[config.mk]
export PLATFORM = sky130hd
export DESIGN_NAME = cps_pin_select
export DESIGN_NICKNAME = d
export VERILOG_FILES = /design/src/hdl/cps_pkg.sv /design/src/hdl/cps_sync2.sv /design/src/hdl/cps_pin_select.sv
export SDC_FILE = /design/constraint.sdc
export NUM_CORES = 1
export LEC_CHECK = 0
export ABC_CLOCK_PERIOD_IN_PS = 2000
export BUFFER_PORTS_ARGS = -buffer_cell sky130_fd_sc_hd__clkbuf_2
export CAP_MARGIN = 20
export CORE_MARGIN = 2
export CORE_UTILIZATION = 35
export DETAILED_ROUTE_END_ITERATION = 10
export GPL_TIMING_DRIVEN = 0
export PLACE_DENSITY = 0.63
export SLEW_MARGIN = 20
export SYNTH_ARGS = -nofsm -noshare
export SYNTH_HDL_FRONTEND = slang
export SYNTH_HIERARCHICAL = 1
export SYNTH_SLANG_ARGS = --single-unit
[constraint.sdc]
create_clock -name pclk -period 2 [get_ports pclk]
set_input_delay 0.2 -clock pclk [delete_from_list [all_inputs] [get_ports pclk]]
set_output_delay 0.2 -clock pclk [all_outputs]
set_load 0.03 [all_outputs]
[src/hdl/cps_pkg.sv]
// Package with modes, strap layout and register map of the pin select block
package cps_pkg;

	// ************************************************************
	// Interface modes, in selector order
	// ************************************************************
	typedef enum logic [1:0] {
		CPS_MUX_PAR,
		CPS_NONMUX_PAR,
		CPS_SERIAL,
		CPS_HARDWARE
	} cps_mode_type;

	// ************************************************************
	// Configuration set, from straps or from software
	// ************************************************************
	typedef struct packed {
		logic       jitter_clk_sel0;
		logic       rx_sync_func_sel;
		logic       tx_sync_func_sel;
		logic [2:0] tx_mode;
		logic [1:0] rx_mode;
		logic       tx_term_disable;
		logic       rx_term_disable;
	} cps_cfg_type;

	// Shared address/data pad drive; oe_n low where the block drives
	typedef struct packed {
		logic [7:0] dout;
		logic [7:0] oe_n;
	} cps_pad_type;

	// ************************************************************
	// Register map
	// ************************************************************
	localparam int          CPS_ADDR_W       = 8;
	localparam logic [7:0]  CPS_CONFIG_OFS   = 8'h00;
	localparam logic [7:0]  CPS_STATUS_OFS   = 8'h04;
	localparam logic [7:0]  CPS_IRQ_STAT_OFS = 8'h08;
	localparam logic [7:0]  CPS_IRQ_MASK_OFS = 8'h0C;

	localparam int          CPS_CFG_W        = 10;
	localparam logic [9:0]  CPS_CFG_RESET    = 10'h000;

	localparam int          CPS_IRQ_W        = 3;
	localparam int          CPS_IRQ_MODE_BIT = 0;
	localparam int          CPS_IRQ_RST_BIT  = 1;
	localparam int          CPS_IRQ_EVT_BIT  = 2;
	localparam logic [2:0]  CPS_IRQ_RESET    = 3'h0;
	localparam logic [2:0]  CPS_MASK_RESET   = 3'h0;

	localparam int          CPS_STAT_MODE_LSB = 0;
	localparam int          CPS_STAT_FLOAT    = 2;
	localparam int          CPS_STAT_SCLK     = 3;
	localparam int          CPS_STAT_CFG_LSB  = 4;

	// ************************************************************
	// Pad drive patterns
	// ************************************************************
	localparam logic [7:0]  CPS_OE_ALL       = 8'h00;
	localparam logic [7:0]  CPS_OE_SER       = 8'hFE;
	localparam logic [7:0]  CPS_OE_NONE      = 8'hFF;

	// Selector 2, float 1, pad 8, interrupt pin 1, transmit straps 3
	localparam int          CPS_SYNC_W       = 15;

endpackage

[src/hdl/cps_sync2.sv]
// Two flip-flop synchroniser for a vector of pin levels
`timescale 1ns/1ps
module cps_sync2 #(
	parameter int WIDTH = 1
) (
	input  wire logic             pclk,
	input  wire logic             presetn,
	input  wire logic [WIDTH-1:0] async_in,
	output logic      [WIDTH-1:0] sync_out
);

	// First stage feeds only the second stage
	logic [WIDTH-1:0] meta;

	always_ff @(posedge pclk or negedge presetn) begin
		if (!presetn) begin
			meta     <= '0;
			sync_out <= '0;
		end else begin
			meta     <= async_in;
			sync_out <= meta;
		end
	end

endmodule

[src/hdl/cps_pin_select.sv]
// Controller port pin select: mode decode, strap capture, pad drive, APB
// Summary of operation
// - Selector 00 multiplexed, 01 nonmultiplexed parallel
// - Selector 10 serial port, 11 hardware straps
// - Nonmultiplexed mode: shared pins are data bus
// - Multiplexed mode: shared pins carry address then data
// - Hardware mode: bit 7 disables receive termination
// - Hardware mode: bit 6 disables transmit termination
// - Hardware mode: bits 5,4 select receive mode
// - Hardware mode: transmit straps select transmit mode
// - Hardware mode: bit 3 selects transmit sync function
// - Hardware mode: bit 2 selects receive sync function
// - Serial mode: bit 2 is host-driven serial clock
// - Open-drain interrupt pulled low on unmasked status events outside hardware mode
// - Float pin rising edge resets configuration registers
// - Float pin high floats the shared pads and the interrupt pin
// - Serial mode: bit 0 drives serial data out
`timescale 1ns/1ps
module cps_pin_select (
	input  wire logic                      pclk,
	input  wire logic                      presetn,
	input  wire logic [cps_pkg::CPS_ADDR_W-1:0] paddr,
	input  wire logic                      psel,
	input  wire logic                      penable,
	input  wire logic                      pwrite,
	input  wire logic [31:0]               pwdata,
	output logic      [31:0]               prdata,
	output logic                           pready,
	output logic                           pslverr,
	input  wire logic [1:0]                bus_iface_sel,
	input  wire logic                      float_or_reset_pin,
	input  wire logic [7:0]                ad_in,
	output cps_pkg::cps_pad_type           ad_pad,
	input  wire logic                      int_in,
	output logic                           int_out,
	output logic                           int_oe_n,
	input  wire logic                      tx_mode_sel0,
	input  wire logic                      tx_mode_sel1,
	input  wire logic                      tx_mode_sel2,
	input  wire logic                      par_ale,
	input  wire logic                      par_drive,
	input  wire logic [7:0]                par_rd_data,
	output logic      [7:0]                par_addr,
	output logic      [7:0]                par_data,
	input  wire logic                      serial_dout,
	input  wire logic                      serial_dout_en,
	output logic                           serial_clk,
	input  wire logic                      dev_event,
	output cps_pkg::cps_mode_type          mode,
	output cps_pkg::cps_cfg_type           cfg,
	output logic                           cfg_reset,
	output logic                           float_all,
	output logic                           irq
);

	// ************************************************************
	// Pin synchronisers
	// ************************************************************
	logic [cps_pkg::CPS_SYNC_W-1:0] sync_in;
	logic [cps_pkg::CPS_SYNC_W-1:0] sync_out;
	logic [1:0]                     sel_s;
	logic                           float_s;
	logic [7:0]                     ad_s;
	logic                           int_s;
	logic [2:0]                     tx_sel_s;

	assign sync_in = {bus_iface_sel, float_or_reset_pin, ad_in, int_in,
		tx_mode_sel2, tx_mode_sel1, tx_mode_sel0};

	cps_sync2 #(
		.WIDTH    (cps_pkg::CPS_SYNC_W)
	) u_sync (
		.pclk     (pclk),
		.presetn  (presetn),
		.async_in (sync_in),
		.sync_out (sync_out)
	);

	assign sel_s    = sync_out[14:13];
	assign float_s  = sync_out[12];
	assign ad_s     = sync_out[11:4];
	assign int_s    = sync_out[3];
	assign tx_sel_s = sync_out[2:0];

	// ************************************************************
	// Mode decode and float/reset pin
	// ************************************************************
	cps_pkg::cps_mode_type sel_mode;
	logic                  mode_loaded;
	logic [1:0]            settle;
	logic                  mode_evt;
	logic                  float_prev;
	logic                  float_rise;
	logic                  is_hw;
	logic                  is_ser;
	logic                  is_par;

	// Encoding of the enum follows the selector code directly
	assign sel_mode   = cps_pkg::cps_mode_type'(sel_s);
	assign is_hw      = (mode == cps_pkg::CPS_HARDWARE);
	assign is_ser     = (mode == cps_pkg::CPS_SERIAL);
	assign is_par     = (mode == cps_pkg::CPS_MUX_PAR) ||
		(mode == cps_pkg::CPS_NONMUX_PAR);
	// A live change is flagged; the board is expected to reset after it
	assign mode_evt   = mode_loaded && (sel_mode != mode);
	assign float_rise = float_s && !float_prev;

	always_ff @(posedge pclk or negedge presetn) begin
		if (!presetn) begin
			mode        <= cps_pkg::CPS_MUX_PAR;
			mode_loaded <= 1'b0;
			settle      <= 2'h0;
			float_prev  <= 1'b0;
			cfg_reset   <= 1'b0;
			float_all   <= 1'b0;
		end else begin
			mode        <= sel_mode;
			// The selector needs two edges to cross the synchroniser, so
			// the first real load after reset must not count as a change
			settle      <= {settle[0], 1'b1};
			mode_loaded <= settle[1];
			float_prev  <= float_s;
			cfg_reset   <= float_rise;
			float_all   <= float_s;
		end
	end

	// ************************************************************
	// Strap sourcing in hardware mode
	// ************************************************************
	cps_pkg::cps_cfg_type hw_cfg;
	cps_pkg::cps_cfg_type cfg_reg;

	// A strap pin at one asserts its function
	assign hw_cfg.rx_term_disable  = ad_s[7];
	assign hw_cfg.tx_term_disable  = ad_s[6];
	assign hw_cfg.rx_mode          = ad_s[5:4];
	assign hw_cfg.tx_mode          = tx_sel_s;
	assign hw_cfg.tx_sync_func_sel = ad_s[3];
	assign hw_cfg.rx_sync_func_sel = ad_s[2];
	// Board must strap this high for the listed master clocks
	assign hw_cfg.jitter_clk_sel0  = int_s;

	// Software configuration stands in for straps outside hardware mode
	always_ff @(posedge pclk or negedge presetn) begin
		if (!presetn) begin
			cfg <= cps_pkg::cps_cfg_type'(cps_pkg::CPS_CFG_RESET);
		end else begin
			cfg <= is_hw ? hw_cfg : cfg_reg;
		end
	end

	// ************************************************************
	// Parallel and serial port data paths
	// ************************************************************
	logic drv_par;
	logic drv_ser;
	logic pads_live;
	logic [7:0] next_dout;

	// Float follows the registered level, so the pads stay off for exactly
	// as long as status reports the float; costs one cycle of latency
	assign pads_live = !float_all;

	// Straps never see a driver: only parallel modes or the serial out
	assign drv_par = is_par && par_drive && pads_live;
	assign drv_ser = is_ser && serial_dout_en && pads_live;

	assign ad_pad.oe_n = drv_par ? cps_pkg::CPS_OE_ALL :
		drv_ser ? cps_pkg::CPS_OE_SER : cps_pkg::CPS_OE_NONE;
	assign next_dout   = is_ser ? {7'h00, serial_dout} : par_rd_data;

	always_ff @(posedge pclk or negedge presetn) begin
		if (!presetn) begin
			ad_pad.dout <= 8'h00;
			par_data    <= 8'h00;
			par_addr    <= 8'h00;
			serial_clk  <= 1'b0;
		end else begin
			ad_pad.dout <= next_dout;
			par_data    <= is_par ? ad_s : 8'h00;
			if (mode == cps_pkg::CPS_MUX_PAR && par_ale) begin
				par_addr <= ad_s;
			end
			serial_clk  <= is_ser && ad_s[2];
		end
	end

	// ************************************************************
	// APB decode
	// ************************************************************
	logic        setup_ph;
	logic        access_ph;
	logic        wr_en;
	logic        hit_cfg;
	logic        hit_stat;
	logic        hit_ists;
	logic        hit_mask;
	logic        mapped;
	logic        err_q;
	logic [31:0] rd_mux;
	logic [31:0] stat_word;

	assign setup_ph  = psel && !penable;
	assign access_ph = psel && penable;
	assign wr_en     = access_ph && pwrite;
	assign hit_cfg   = (paddr == cps_pkg::CPS_CONFIG_OFS);
	assign hit_stat  = (paddr == cps_pkg::CPS_STATUS_OFS);
	assign hit_ists  = (paddr == cps_pkg::CPS_IRQ_STAT_OFS);
	assign hit_mask  = (paddr == cps_pkg::CPS_IRQ_MASK_OFS);
	assign mapped    = hit_cfg || hit_stat || hit_ists || hit_mask;

	// Zero wait states: read data is prepared during setup
	assign pready    = access_ph;
	assign pslverr   = access_ph && err_q;

	logic [cps_pkg::CPS_IRQ_W-1:0] irq_stat;
	logic [cps_pkg::CPS_IRQ_W-1:0] irq_mask;

	always_comb begin
		stat_word = 32'h0000_0000;
		stat_word[cps_pkg::CPS_STAT_MODE_LSB +: 2] = mode;
		stat_word[cps_pkg::CPS_STAT_FLOAT] = float_all;
		stat_word[cps_pkg::CPS_STAT_SCLK] = serial_clk;
		stat_word[cps_pkg::CPS_STAT_CFG_LSB +: cps_pkg::CPS_CFG_W] = cfg;
	end

	// Narrow registers read back zero-extended to a full bus word
	logic [31:0] cfg_word;
	logic [31:0] ists_word;
	logic [31:0] mask_word;

	assign cfg_word  = {22'h0, cfg_reg};
	assign ists_word = {29'h0, irq_stat};
	assign mask_word = {29'h0, irq_mask};

	assign rd_mux = hit_cfg  ? cfg_word :
		hit_stat ? stat_word :
		hit_ists ? ists_word :
		hit_mask ? mask_word : 32'h0000_0000;

	always_ff @(posedge pclk or negedge presetn) begin
		if (!presetn) begin
			prdata <= 32'h0000_0000;
			err_q  <= 1'b0;
		end else if (setup_ph) begin
			prdata <= pwrite ? 32'h0000_0000 : rd_mux;
			err_q  <= !mapped;
		end
	end

	// ************************************************************
	// Configuration and mask registers
	// ************************************************************
	always_ff @(posedge pclk or negedge presetn) begin
		if (!presetn) begin
			cfg_reg  <= cps_pkg::cps_cfg_type'(cps_pkg::CPS_CFG_RESET);
			irq_mask <= cps_pkg::CPS_MASK_RESET;
		end else if (float_rise) begin
			// Pin reset overrides a write landing in the same cycle
			cfg_reg  <= cps_pkg::cps_cfg_type'(cps_pkg::CPS_CFG_RESET);
			irq_mask <= cps_pkg::CPS_MASK_RESET;
		end else begin
			if (wr_en && hit_cfg) begin
				cfg_reg <= cps_pkg::cps_cfg_type'(
					pwdata[cps_pkg::CPS_CFG_W-1:0]);
			end
			if (wr_en && hit_mask) begin
				irq_mask <= pwdata[cps_pkg::CPS_IRQ_W-1:0];
			end
		end
	end

	// ************************************************************
	// Interrupt status and open-drain pin
	// ************************************************************
	logic [cps_pkg::CPS_IRQ_W-1:0] irq_set;
	logic [cps_pkg::CPS_IRQ_W-1:0] irq_clr;
	logic [cps_pkg::CPS_IRQ_W-1:0] next_irq_stat;

	always_comb begin
		irq_set = '0;
		irq_set[cps_pkg::CPS_IRQ_MODE_BIT] = mode_evt;
		irq_set[cps_pkg::CPS_IRQ_RST_BIT]  = float_rise;
		irq_set[cps_pkg::CPS_IRQ_EVT_BIT]  = dev_event;
	end

	assign irq_clr = (wr_en && hit_ists) ?
		pwdata[cps_pkg::CPS_IRQ_W-1:0] : '0;
	// A new event in the clearing cycle survives the clear
	assign next_irq_stat = (irq_stat & ~irq_clr) | irq_set;

	always_ff @(posedge pclk or negedge presetn) begin
		if (!presetn) begin
			irq_stat <= cps_pkg::CPS_IRQ_RESET;
		end else begin
			irq_stat <= next_irq_stat;
		end
	end

	assign irq      = |(irq_stat & irq_mask);
	// Pin doubles as a strap in hardware mode, so never drive it there
	assign int_out  = 1'b0;
	assign int_oe_n = !(irq && !is_hw && pads_live);

endmodule

==> impl_results.md <==
- Synth cell types: 33
- HP Start: dev_event
- Hold path depth: 2
- Worst path required time: between 1.5 and 2 ns
- Vias in the first global route: 2,532
- CTS H-tree lvls: 3
- Sequential cell area: 2580 µm²
- Internal: about 0.0031 W
- Startpoint types: register
- Final Max Slew Viols: 0
- Buffers & Inverters on Critical Path: 3
- Worst path top cell family by delay: buffers and inverters
- Die footprint: between 10,000 and 15,000 µm²
- NetSw: 0.00111 W
- Total CTS buffers: 9
- Comb power frac: 13.2%
- Root Buffer: clkbuf_8
- Post-Syn Instances: 271
- Starting Density: 35.7%
- WS Path Type: register to output pin
- VDD IR max: approximately 0.40 mV
- Max Freq: 545 MHz
- Critical path startpoint: mode[1]$_DFF_PN0_
- P per Cell Area: 835 nW/µm²
- Fill cells: about 1,000
- First-pass GRT wire length: 12.6 mm
- Clock Skew: 0.0110 ns
- Synth area leader: dfrtp_1
- Fin. Hold Viols: 0
- Initial antenna violation count: 0
- Crit path max fanout: 10
- Die W: about 110 µm
- Drt first pass iters: 4
- Mapped cell area: 3830 µm²
- Register area share after synthesis: about two thirds
- Post-DP HPWL: 5.96 mm
- Status: finished clean
- Overflow after GRT: 0
- Reg2Reg Setup Slack: ~0.35 ns
- Wire per inst: 14.0 µm
- Worst R2R Path Depth: 2
- Worst-path clk slew: 0.09 ns
- Cell with the most instances after synthesis: dfrtp_1
- # Post-CTS Setup Buffers: 0
- Sink Count: 103
- Area growth from synthesis to layout: 32.5%
- Ys Warns: 6
- Final WS setup: 0.164 ns
- Final setup fails: 0
- Flop pwr share: a little over half
- Synth area leaders: dfrtp_1 67%, mux2_2 5.3%, buf_4 5.1%
- Worst Tran Pin Value: 0.732 ns
- Asr flop ratio synth: 100%
- Vias per std cell: 4.42
- Crit end category: output pin
- Final min period: ~1.8 ns
- # diodes: 0
- Routability Congestion: 0.770
- Worst slew margin: 51.0%
- RR Endpoint: par_addr[0]$_DFFE_PN0P_
- Yosys top cell area share: 67.3%
- Residual DRC: 0
- DP Area: 4680 µm²
- WL final: 8.08 mm
- Largest register FFs: 20
- CTS tree: done
- Primary FF master, synth: dfrtp_1
- Post-Layout Inst Area: 5080 µm²
- Vias post-DR: between 2,000 and 3,000
- Port bufs: 114
- Delay of the slowest critical-path stage: 0.48 ns
- Fin crit share: roughly 92%
- CP arrival: 1.64 ns
- Post-synth EDFFs: 0
- Syn avg cell area: approximately 14 µm²
- Layout cells sized above 1: 44.1%
- Max stage delay cell, worst path: dfrtp_2
- Total Power: 0.00424 W
- CP Cell Sequence: clkbuf_4 -> nor2_1 -> nand2_2 -> buf_4 -> clkbuf_2
- Worst R2R Start: mode[1]$_DFF_PN0_
- Die height: 109 µm
- Core area: 10,700 µm²
- CTS Buffer Depth: 2
- Multi-input logic area: 1080 µm²
- Overall routing resource usage: between 10 and 15%
- Worst slack, placed: 0.198 ns
- Largest net degree at the start of global routing: 59
- # rows: 38
- Min-Delay Endpoint: irq_stat[2]$_DFF_PN0_
- Cell leakage power: 2.62 nW
- Worst-Skew Late Latency: between 0.3 and 0.4 ns
- Routed Antenna Nets: 0
- Max-Cap Viols: 0
- Iter 0 DRT Violations: 97
- Top cells by count, synth: 103 x dfrtp_1, 26 x buf_4, 18 x mux2_2, 15 x and2_1, 14 x a22o_1
- Clock power frac: roughly a third
- I/O pin count: ~160
- Nets: 503
- Setup TNS Final: 0 ns
- HP Class: input pin to register
- #FFs+latches synth: 103
- Unrepaired setup endpoints after global routing: false
- Switching Share: between 20% and 30%
cell families (layout without fill, tap and decap cells):
kind of cell,after synthesis,count (layout),synth area share (%)
xor gates and xnor gates,2,2,0.457
and+or+nand+nor,68,68,10.8
buffers and inverters,37,183,6.43
muxes,25,25,7.12
other,2,20,0.196
AOI/OAI and AO/OA,34,34,7.70
DFF,103,103,67.3
what timing repair did:
action / in CTS / in global routing
hold buffers: 16 / 0
setup endpoints to repair: 9 / 8
endpoints found under the hold margin: 60 / 0
resized for setup: 3 / 4
power by group through the flow:
stage          logic, W  registers [W]  clock network, W
6_report       0.000562        0.00223           0.00145
3_3_place_gp   0.000531        0.00227                 0
3_5_place_dp   0.000546        0.00227                 0
4_1_cts        0.000571        0.00223           0.00152
5_1_grt        0.000609        0.00224           0.00160
2_1_floorplan  0.000207        0.00239                 0
metrics by stage:
stage | utilization [%] | hold slack, ns | instances
global placement | 43.2 | 0.310 | 543
global route | 47.3 | 0.00581 | 575
detailed placement | 43.6 | 0.166 | 544
CTS | 47.2 | 0.0140 | 575
finish | 47.3 | 0.0367 | 575
floorplan | - | -0.0956 | 289
worst max path at each step:
stage                               end  cells after the start
2_1_floorplan                 ad_pad[0]                      4
3_3_place_gp   u_sync/meta[9]$_DFF_PN0_                      1
3_5_place_dp                  ad_pad[0]                      5
4_1_cts                       ad_pad[0]                      5
5_1_grt                       ad_pad[6]                      5
6_report                      ad_pad[6]                      5
area by class of cell:
cell class	instances	area share [%]
Sequential cell	103	50.8
Multi-Input combinational cell	149	21.3
Tap cell	140	3.45
Inverter	3	0.222
Clock inverter	6	1.80
Timing Repair Buffer	131	15.1
Buffer	33	4.66
Clock buffer	10	2.71
layer usage:
metal / wire length (µm) / up-vias / track usage, %
met5: 0 / - / 0
li1: - / 1206 / -
met3: 490 / 4 / 4.42
met2: 4060 / 90 / 24.7
met4: 57 / 0 / 3.85
met1: 3470 / 1239 / 17.2
cells in the final DEF, fill, tap and decap left out, types with 2 or more instances in the layout:
master           n
nor2_1          12
a22o_1          14
xnor2_1          2
o21ai_0          5
dfrtp_2          2
nor2b_1          9
and2_1          15
bufinv_16        2
dfrtp_1        101
nand2b_1         3
inv_6            2
clkbuf_8        11
a21o_1           2
nand2_1          9
dlygate4sd3_1   16
mux2_2          18
o31ai_1          3
clkbuf_1         2
clkbuf_2       114
conb_1          20
a221o_1          7
inv_1            3
buf_2            2
nand2_2          2
and2_0           2
nor3b_2          2
nand4_1          5
and3_1           2
buf_4           26
mux2i_1          7
nand3_2          2
Power figures use the tool's default switching activity.
